`src/core/mco_pkg.sv`:
```
// constants and carrier types for the microcontroller clock output block
package mco_pkg;

  // ****************************************************************
  // register map and field layout
  // ****************************************************************
  localparam logic [6:0] CTRL_ADDR   = 7'h0a;
  localparam logic [7:0] CTRL_RST    = 8'h06;  // 1 MHz, no tail, lf off
  localparam int         SEL_LSB     = 0;
  localparam int         LFC_BIT     = 3;
  localparam int         TAIL_LSB    = 4;
  localparam logic [2:0] SEL_LF      = 3'h7;   // 32.768 kHz setting

  // ****************************************************************
  // timing: crystal and system rates
  // ****************************************************************
  localparam int XTAL_HZ = 30_000_000;
  localparam int SYS_HZ  = 10_000_000;
  // phase advance per system cycle, in half crystal periods
  localparam logic [6:0] PHASE_INC = 7'((2 * XTAL_HZ) / SYS_HZ);

  // output period for each select code, in half crystal periods
  localparam logic [6:0] PER_30M = 7'h02;
  localparam logic [6:0] PER_15M = 7'h04;
  localparam logic [6:0] PER_10M = 7'h06;
  localparam logic [6:0] PER_4M  = 7'h0f;
  localparam logic [6:0] PER_3M  = 7'h14;
  localparam logic [6:0] PER_2M  = 7'h1e;
  localparam logic [6:0] PER_1M  = 7'h3c;

  // clock tail lengths in output cycles
  localparam logic [9:0] TAIL_128 = 10'h080;
  localparam logic [9:0] TAIL_256 = 10'h100;
  localparam logic [9:0] TAIL_512 = 10'h200;

  // ****************************************************************
  // types
  // ****************************************************************
  typedef enum logic [3:0] {
    ST_AWAKE = 4'b0001,  // select field drives the output
    ST_TAIL  = 4'b0010,  // extra cycles before shutdown
    ST_LFS   = 4'b0100,  // sleeping, low-frequency clock out
    ST_OFF   = 4'b1000   // sleeping, output stopped
  } mco_state_t;

  typedef struct packed {
    logic       wr;
    logic       rd;
    logic [6:0] addr;
    logic [7:0] wdata;
  } mco_reg_req_t;

  typedef struct packed {
    logic       xtal_en;
    logic       lf_src;
    logic       sleeping;
  } mco_status_t;

endpackage : mco_pkg

```
`src/core/mco_clock_out.sv`:
```
// microcontroller clock output: divider, sleep fallback, tail, irq hold
// ****************************************************************
// Notes on behaviour
// - three-bit select picks 30,15,10,4,3,2,1 MHz or 32.768 kHz; at the 10 MHz pin rate codes 0 and 2 hold the pin at a fixed level, code 1 gives 5 MHz
// - all settings but the low one come from dividing the crystal
// - low clock comes from rc oscillator or external 32 kHz crystal
// - after reset the output runs at 1 MHz, register value 06h
// - in sleep with low clock enabled, 32.768 kHz regardless of select
// - idle, transmit and receive output the selected frequency
// - crystal oscillator is switched off while sleeping
// - in sleep with low clock disabled the output stops
// - tail field adds 0, 128, 256 or 512 cycles before shutdown
// - pending interrupt keeps clock running until status is read
// - sleep with interrupt outstanding keeps crystal on until cleared
// - register: tail 5:4, low clock enable 3, select 2:0, 7:6 zero
// ****************************************************************
`timescale 1ns/100ps

module mco_clock_out (
  // clock and reset
  input  wire logic                 sys_clk_in,
  input  wire logic                 rst_b_in,
  // register port
  input  wire mco_pkg::mco_reg_req_t reg_req_in,
  output logic [7:0]                reg_rdata_out,
  // power mode and interrupt state from the chip
  input  wire logic                 sleep_cmd_in,
  input  wire logic                 irq_pending_in,
  // low-frequency clock from rc oscillator or 32 kHz crystal
  input  wire logic                 lf_clk_in,
  // clock to the microcontroller and status
  output logic                      clock_output_pin_out,
  output mco_pkg::mco_status_t      status_out
);

  // ****************************************************************
  // state
  // ****************************************************************
  typedef struct packed {
    logic [1:0]          lf_sync;
    logic [5:0]          ctrl;
    logic [7:0]          rdata;
    mco_pkg::mco_state_t st;
    logic [6:0]          phase;
    logic                xtal_prev;
    logic [9:0]          tail_cnt;
    logic                lf_src;
    logic                pin;
  } mco_regs_t;

  mco_regs_t  state_reg;
  mco_regs_t  state_next;
  logic [1:0] rst_sync_reg;
  logic       rst_n_int;

  // select code to output period, in half crystal periods
  function automatic logic [6:0] sel_period(input logic [2:0] sel);
    case (sel)
      3'h0:    sel_period = mco_pkg::PER_30M;
      3'h1:    sel_period = mco_pkg::PER_15M;
      3'h2:    sel_period = mco_pkg::PER_10M;
      3'h3:    sel_period = mco_pkg::PER_4M;
      3'h4:    sel_period = mco_pkg::PER_3M;
      3'h5:    sel_period = mco_pkg::PER_2M;
      default: sel_period = mco_pkg::PER_1M;
    endcase
  endfunction

  // tail field to number of extra cycles
  function automatic logic [9:0] tail_len(input logic [1:0] code);
    case (code)
      2'h1:    tail_len = mco_pkg::TAIL_128;
      2'h2:    tail_len = mco_pkg::TAIL_256;
      2'h3:    tail_len = mco_pkg::TAIL_512;
      default: tail_len = 10'h000;
    endcase
  endfunction

  // ****************************************************************
  // reset release: async assert, two-flop release
  // ****************************************************************
  // kept apart from the state struct: it is reset by the raw pin
  always_ff @(posedge sys_clk_in or negedge rst_b_in) begin
    if (!rst_b_in) begin
      rst_sync_reg <= 2'b00;
    end else begin
      rst_sync_reg <= {rst_sync_reg[0], 1'b1};
    end
  end

  assign rst_n_int = rst_sync_reg[1];

  // ****************************************************************
  // next-state logic
  // ****************************************************************
  always_comb begin
    logic [2:0] sel;
    logic       lfc_en;
    logic [1:0] tail_code;
    logic [6:0] per;
    logic [6:0] ph_sum;
    logic       xtal_val;
    logic       xtal_rise;
    logic       lf_val;
    logic       sleep_eff;
    logic       want_lf;
    logic       run;
    logic       src_val;
    logic       xtal_on;
    logic       quiet;
    sel        = '0;
    lfc_en     = 1'b0;
    tail_code  = '0;
    per        = '0;
    ph_sum     = '0;
    xtal_val   = 1'b0;
    xtal_rise  = 1'b0;
    lf_val     = 1'b0;
    sleep_eff  = 1'b0;
    want_lf    = 1'b0;
    run        = 1'b0;
    src_val    = 1'b0;
    xtal_on    = 1'b0;
    quiet      = 1'b0;
    state_next = state_reg;

    sel       = state_reg.ctrl[mco_pkg::SEL_LSB +: 3];
    lfc_en    = state_reg.ctrl[mco_pkg::LFC_BIT];
    tail_code = state_reg.ctrl[mco_pkg::TAIL_LSB +: 2];

    // pin input through two flops; only the second is read
    state_next.lf_sync = {state_reg.lf_sync[0], lf_clk_in};
    lf_val = state_reg.lf_sync[1];

    // sleep only takes hold once no interrupt is pending
    sleep_eff = sleep_cmd_in & ~irq_pending_in;

    // register write and registered read
    if (reg_req_in.wr && reg_req_in.addr == mco_pkg::CTRL_ADDR) begin
      state_next.ctrl = reg_req_in.wdata[5:0];
    end
    if (reg_req_in.rd) begin
      state_next.rdata = (reg_req_in.addr == mco_pkg::CTRL_ADDR) ?
                         {2'b00, state_reg.ctrl} : 8'h00;
    end

    // crystal phase accumulator; runs only while crystal is on
    per     = sel_period(sel);
    xtal_on = (state_reg.st == mco_pkg::ST_AWAKE) ||
              (state_reg.st == mco_pkg::ST_TAIL);
    if (xtal_on) begin
      ph_sum = state_reg.phase + mco_pkg::PHASE_INC;
      state_next.phase = 7'(ph_sum % per);
    end else begin
      state_next.phase = 7'h00;
    end
    // a stopped crystal leaves its divided clock low
    xtal_val = xtal_on &&
               ({state_reg.phase, 1'b0} < {1'b0, per});
    state_next.xtal_prev = xtal_val;
    xtal_rise = xtal_val & ~state_reg.xtal_prev;

    // level feeding the pin; sleep entry waits for it to be low so the
    // crystal never stops in the middle of a high half
    src_val = state_reg.lf_src ? lf_val : xtal_val;
    quiet   = !src_val;

    // mode sequencing
    case (state_reg.st)
      mco_pkg::ST_AWAKE: begin
        if (sleep_eff && lfc_en) begin
          if (quiet) begin
            state_next.st = mco_pkg::ST_LFS;
          end
        end else if (sleep_eff) begin
          state_next.st       = mco_pkg::ST_TAIL;
          state_next.tail_cnt = 10'h000;
        end
      end
      mco_pkg::ST_TAIL: begin
        if (!sleep_eff) begin
          state_next.st = mco_pkg::ST_AWAKE;
        end else if (lfc_en) begin
          if (quiet) begin
            state_next.st = mco_pkg::ST_LFS;
          end
        end else if (state_reg.tail_cnt >= tail_len(tail_code)) begin
          if (quiet) begin
            state_next.st = mco_pkg::ST_OFF;
          end
        end else if (xtal_rise) begin
          state_next.tail_cnt = state_reg.tail_cnt + 10'h001;
        end
      end
      mco_pkg::ST_LFS: begin
        if (!sleep_eff) begin
          state_next.st = mco_pkg::ST_AWAKE;
        end else if (!lfc_en) begin
          if (quiet) begin
            state_next.st = mco_pkg::ST_OFF;
          end
        end
      end
      mco_pkg::ST_OFF: begin
        if (!sleep_eff) begin
          state_next.st = mco_pkg::ST_AWAKE;
        end else if (lfc_en) begin
          state_next.st = mco_pkg::ST_LFS;
        end
      end
      default: state_next.st = mco_pkg::ST_AWAKE;
    endcase

    // wanted source and whether the pin may toggle
    want_lf = (state_reg.st == mco_pkg::ST_LFS) ||
              (state_reg.st == mco_pkg::ST_AWAKE &&
               sel == mco_pkg::SEL_LF);
    run     = (state_reg.st != mco_pkg::ST_OFF);

    // swap source only while pin and new source are both low
    if (want_lf != state_reg.lf_src && !state_reg.pin &&
        !(want_lf ? lf_val : xtal_val)) begin
      state_next.lf_src = want_lf;
    end
    // pin follows source; a stop waits for a low level
    if (run) begin
      if (state_reg.lf_src == want_lf) begin
        state_next.pin = src_val;
      end else begin
        state_next.pin = state_reg.pin & src_val;
      end
    end else begin
      state_next.pin = 1'b0;
    end
  end

  // ****************************************************************
  // state register
  // ****************************************************************
  always_ff @(posedge sys_clk_in or negedge rst_n_int) begin
    if (!rst_n_int) begin
      state_reg.lf_sync   <= 2'b00;
      state_reg.ctrl      <= mco_pkg::CTRL_RST[5:0];
      state_reg.rdata     <= 8'h00;
      state_reg.st        <= mco_pkg::ST_AWAKE;
      state_reg.phase     <= 7'h00;
      state_reg.xtal_prev <= 1'b0;
      state_reg.tail_cnt  <= 10'h000;
      state_reg.lf_src    <= 1'b0;
      state_reg.pin       <= 1'b0;
    end else begin
      state_reg.lf_sync   <= state_next.lf_sync;
      state_reg.ctrl      <= state_next.ctrl;
      state_reg.rdata     <= state_next.rdata;
      state_reg.st        <= state_next.st;
      state_reg.phase     <= state_next.phase;
      state_reg.xtal_prev <= state_next.xtal_prev;
      state_reg.tail_cnt  <= state_next.tail_cnt;
      state_reg.lf_src    <= state_next.lf_src;
      state_reg.pin       <= state_next.pin;
    end
  end

  // ****************************************************************
  // outputs
  // ****************************************************************
  assign reg_rdata_out        = state_reg.rdata;
  assign clock_output_pin_out = state_reg.pin;
  // crystal stays on while awake or in the tail
  assign status_out = '{
    xtal_en:  (state_reg.st == mco_pkg::ST_AWAKE) ||
              (state_reg.st == mco_pkg::ST_TAIL),
    lf_src:   state_reg.lf_src,
    sleeping: (state_reg.st == mco_pkg::ST_LFS) ||
              (state_reg.st == mco_pkg::ST_OFF)
  };

endmodule // mco_clock_out

```
`config.mk`:
```
export PLATFORM = sky130hd
export DESIGN_NAME = mco_clock_out
export DESIGN_NICKNAME = d
export VERILOG_FILES = /design/src/core/mco_pkg.sv /design/src/core/mco_clock_out.sv
export SDC_FILE = /design/constraint.sdc
export NUM_CORES = 1
export LEC_CHECK = 0
export ABC_CLOCK_PERIOD_IN_PS = 4700
export BUFFER_PORTS_ARGS = -buffer_cell sky130_fd_sc_hd__buf_2
export CAP_MARGIN = 15
export CORE_ASPECT_RATIO = 0.9
export CORE_MARGIN = 4
export CORE_UTILIZATION = 67
export CTS_BUF_LIST = sky130_fd_sc_hd__clkbuf_2
export DETAILED_ROUTE_END_ITERATION = 16
export PLACE_DENSITY_LB_ADDON = 0.08
export SYNTH_ARGS = -nofsm -noshare
export SYNTH_HDL_FRONTEND = slang
export SYNTH_SLANG_ARGS = --single-unit
```
`constraint.sdc`:
```
create_clock -name sys_clk_in -period 4.7 [get_ports sys_clk_in]
set_input_delay 0.94 -clock sys_clk_in [delete_from_list [all_inputs] [get_ports sys_clk_in]]
set_output_delay 0.94 -clock sys_clk_in [all_outputs]
set_load 0.005 [all_outputs]
```
==> run metrics, run 1 <==
stopping stage clock tree synthesis (4_1_cts); top post-synthesis cells by area dfrtp_1 24%, ha_1 12%, nand2_1 5.1%, nor2_1 4.4%, mux2_2 3.8%; Port Buf Inserts 29; cell taking the most area after synthesis dfrtp_1; Num CTS Buffers 5; status stopped before the end; root buf cell clkbuf_2; Yosys warning count 0; Synth Instances 456; cts hold-fix bufs 0; RePlAce Congestion 0.975; # rows 25; height of the die between 70 and 80 um; Main synth FF type dfrtp_1; H-Tree Depth 2; IO Pins 34; Yosys top cell area share 0.241; post-cts resize count 42; post-synthesis cell area around 0.0038 mm^2; Synth async-reset ratio 1.00; die width 87.8 um; Max Root-Sink Buffers 2; initial core utilization 0.709; Yosys reg bits 40; EDFF count, synth 0; post-synthesis sequential area ratio 0.262; setup bufs post-CTS 36; Error [ERROR DPL-0038] Utilization greater than 100%, impossible to legalize; DP Worst Slack -4.40 ns; Sink Count 40; count of cell types in the netlist 67; Post-DP HPWL 10500 um; Avg Cell Area, Syn 8.41 um^2
synthesized netlist by cell type (all sizes together) (4+ instances only):
| master | instances |
|---|---|
| nand2 | 52 |
| nor2 | 46 |
| dfrtp | 37 |
| ha | 36 |
| a21oi | 28 |
| inv | 28 |
| o21ai | 28 |
| xor2 | 17 |
| xnor2 | 16 |
| mux2 | 13 |
| buf | 11 |
| a21o | 8 |
| and3 | 8 |
| mux2i | 8 |
| nand3 | 8 |
| nand4 | 8 |
| clkbuf | 7 |
| nor2b | 7 |
| o21a | 6 |
| o31ai | 6 |
| a211oi | 5 |
| nand2b | 5 |
| o211ai | 5 |
| a2111oi | 4 |
| nor3 | 4 |
stage by stage:
step           cell area (um^2)  std cells
2_1_floorplan              4080        457
3_3_place_gp               5000        643
3_5_place_dp               5000        643
cell families after synthesis:
logic type	Yosys count	synth area share
AOI/OAI and AO/OA	118	0.222
xor gates and xnor gates	33	0.0773
adders and majority gates	37	0.123
buffers and inverters	46	0.0551
DFF	40	0.262
muxes	21	0.0591
other	2	0.00196
and+or+nand+nor	159	0.200
==> inputs of run 2 (changes only) <==
--- a/config.mk
+++ b/config.mk
@@ -8,12 +8,10 @@
 export ABC_CLOCK_PERIOD_IN_PS = 4700
 export BUFFER_PORTS_ARGS = -buffer_cell sky130_fd_sc_hd__buf_2
 export CAP_MARGIN = 15
-export CORE_ASPECT_RATIO = 0.9
 export CORE_MARGIN = 4
-export CORE_UTILIZATION = 67
-export CTS_BUF_LIST = sky130_fd_sc_hd__clkbuf_2
+export CORE_UTILIZATION = 40
 export DETAILED_ROUTE_END_ITERATION = 16
-export PLACE_DENSITY_LB_ADDON = 0.08
+export PLACE_DENSITY_LB_ADDON = 0.15
 export SYNTH_ARGS = -nofsm -noshare
 export SYNTH_HDL_FRONTEND = slang
 export SYNTH_SLANG_ARGS = --single-unit
==> run metrics, run 2 <==
status complete, but fails checks; failing checks negative setup slack; crit path capture type flip-flop; cts hold-fix bufs 0 (unchanged); post-route ant nets 0; Synth top cells by count 52 x nand2_1, 45 x nor2_1, 37 x dfrtp_1, 36 x ha_1; Port Buf Inserts 29 (unchanged); Worst Slack Setup Final -3.87 ns; RePlAce Congestion 0.905 (-7.2%); Synth Instances 456 (unchanged); Avg Cell Area, Syn 8.41 um^2 (unchanged); core area approximately 0.0093 mm^2; pin count of the biggest net entering global routing 39; drt via density roughly 5.2; IO Pins 34 (unchanged); worst path bufs/invs 3; delay-heaviest family, CP compound AO/OA/AOI/OAI gates; Yosys top cell area share 0.241 (unchanged); TritonCTS clock tree yes; design area 0.00593 mm^2; P&R area growth vs syn 54.7%; max reg flops 29; cell taking the most area after synthesis dfrtp_1; die footprint 0.0112 mm^2; final hold violations 0; layout cells sized above 1 0.472; kind of critical path reg2reg; initial antenna violation count 0; worst-margin pin slew 0.792 ns; Yosys reg bits 40 (unchanged); Final period util 1.82; Worst-Skew Late Latency 0.28 ns; count leader, synth nand2_1; Max Root-Sink Buffers 2 (unchanged); Arrival @ worst endpoint 8.72 ns; Req. time, crit path 4.85 ns; count of cell types in the netlist 67 (unchanged); Final Critical Period 8.57 ns; Main synth FF type dfrtp_1; crit-path max cell delay 0.40 ns; fmax 117 MHz; drc violations 0; Max FO, Critical Path 8; Yosys warning count 0 (unchanged); first-pass GRT wire length ~19000 um; endpoints failing setup 7; Clk pin slew, worst setup/hold paths 0.07 ns; height of the die 106 um (+33%); Hold Path Class reg2async; fin nets roughly 690; 1st-iter DRT viols between 150 and 200; reg-to-reg setup timing slack -3.87 ns; Synth async-reset ratio 1.00 (unchanged); Sink Count 40 (unchanged); most frequent cells in the layout 147 x buf_4, 42 x nand2_1, 40 x nor2_1; initial core utilization 0.413 (-0.296); RSZ-0062 raised after global routing yes; H-Tree Depth 2 (unchanged); gr ovfl total 0; commonest non-fill, non-tap cell in the layout buf_4; post-synthesis cell area 0.00383 mm^2 (unchanged); Area after DPL 0.00513 mm^2 (+2.7%); WL per Instance 15.2 um; post-synthesis sequential area ratio 0.262 (unchanged); die width 106 um (+21%); total vias in the final route 3976; Num CTS Buffers 5 (unchanged); cell repeated most along the worst path ha_4; critical path startpoint category flip-flop; Post-DP HPWL 8600 um (-18%); GRT Total Usage 0.204; Slew HR 0.467; vias in the first global route 4064; Max Slew Vio Count 0; DRT Pass-1 Iters 4; Maximum Capacitance Violations 0; antenna cells 0; # rows 35 (+40%); root buf cell clkbuf_8; clk_skew slightly below 0.007 ns; slowest cell on the critical path dfrtp_2; top post-synthesis cells by area dfrtp_1 24%, ha_1 12%, nand2_1 5.1%, nor2_1 4.4%, mux2_2 3.8%; Post-Route WL 11500 um; EDFF count, synth 0 (unchanged)
## run 2: cell counts after synthesis
Identical to the previous run, type by type.
## run 2: timing repair
action	CTS	global route
endpoints found under the hold margin	0	0
cloned	0	0
endpoints found under the setup margin	7	7
gates resized for setup	34	40
pin swaps	39	40
setup buffers	23	15
## run 2: logic make-up after synthesis
| family | after synthesis | synth area share |
|---|---|---|
| xor+xnor | 33 | 0.0773 |
| other cells | 2 | 0.00196 |
| compound gates | 118 | 0.222 |
| flops | 40 | 0.262 |
| mux | 21 | 0.0591 |
| fa+ha+maj | 37 | 0.123 |
| simple gates | 159 | 0.200 |
| buf+inv | 46 | 0.0551 |
## run 2: cell type report
class,count,area (um^2)
fillers,781,3350
repair buffers,182,1320
flip-flops and latches,40,1010
clock inverters,2,35.0
multi-input cells,371,3230
well taps,129,161
clock buffers,6,72.6
inverters,28,108
## run 2: final timing paths
path	start	to	depth (start not counted)
hold / removal	rst_sync_reg[1]	state_reg[22]	1
hold reg to reg	rst_sync_reg[1]	state_reg[22]	1
setup reg to reg	state_reg[14]	state_reg[14]	40
min in group sys_clk_in	state_next[39]	state_reg[39]	0
max in group asynchronous	rst_sync_reg[1]	state_reg[34]	1
setup / recovery	state_reg[14]	state_reg[14]	40
## run 2: layer usage
layer,vias to the layer above,routed length [um],track usage
li1,1975,-,-
met1,1920,4970,0.258
met2,63,6040,0.379
met3,18,305,0.0158
met4,0,193,0.0481
met5,-,0,0
## run 2: through the flow
| stage | setup TNS [ns] | std cells | utilization | setup WS (ns) | hold slack [ns] |
|---|---|---|---|---|---|
| after floorplan | -26.06 | 457 | - | -3.81 | 0.331 |
| after global placement | -26.50 | 712 | 0.553 | -3.81 | 0.302 |
| after detailed placement | -28.24 | 712 | 0.553 | -4.10 | 0.306 |
| after CTS | -26.81 | 743 | 0.604 | -3.86 | 0.314 |
| after global routing | -29.11 | 758 | 0.639 | -4.24 | 0.372 |
| final | -26.71 | 758 | 0.639 | -3.87 | 0.290 |
Power of run 2 is not shown: default switching activity piles up to over one toggle a cycle in this logic, so the estimate is an artifact.
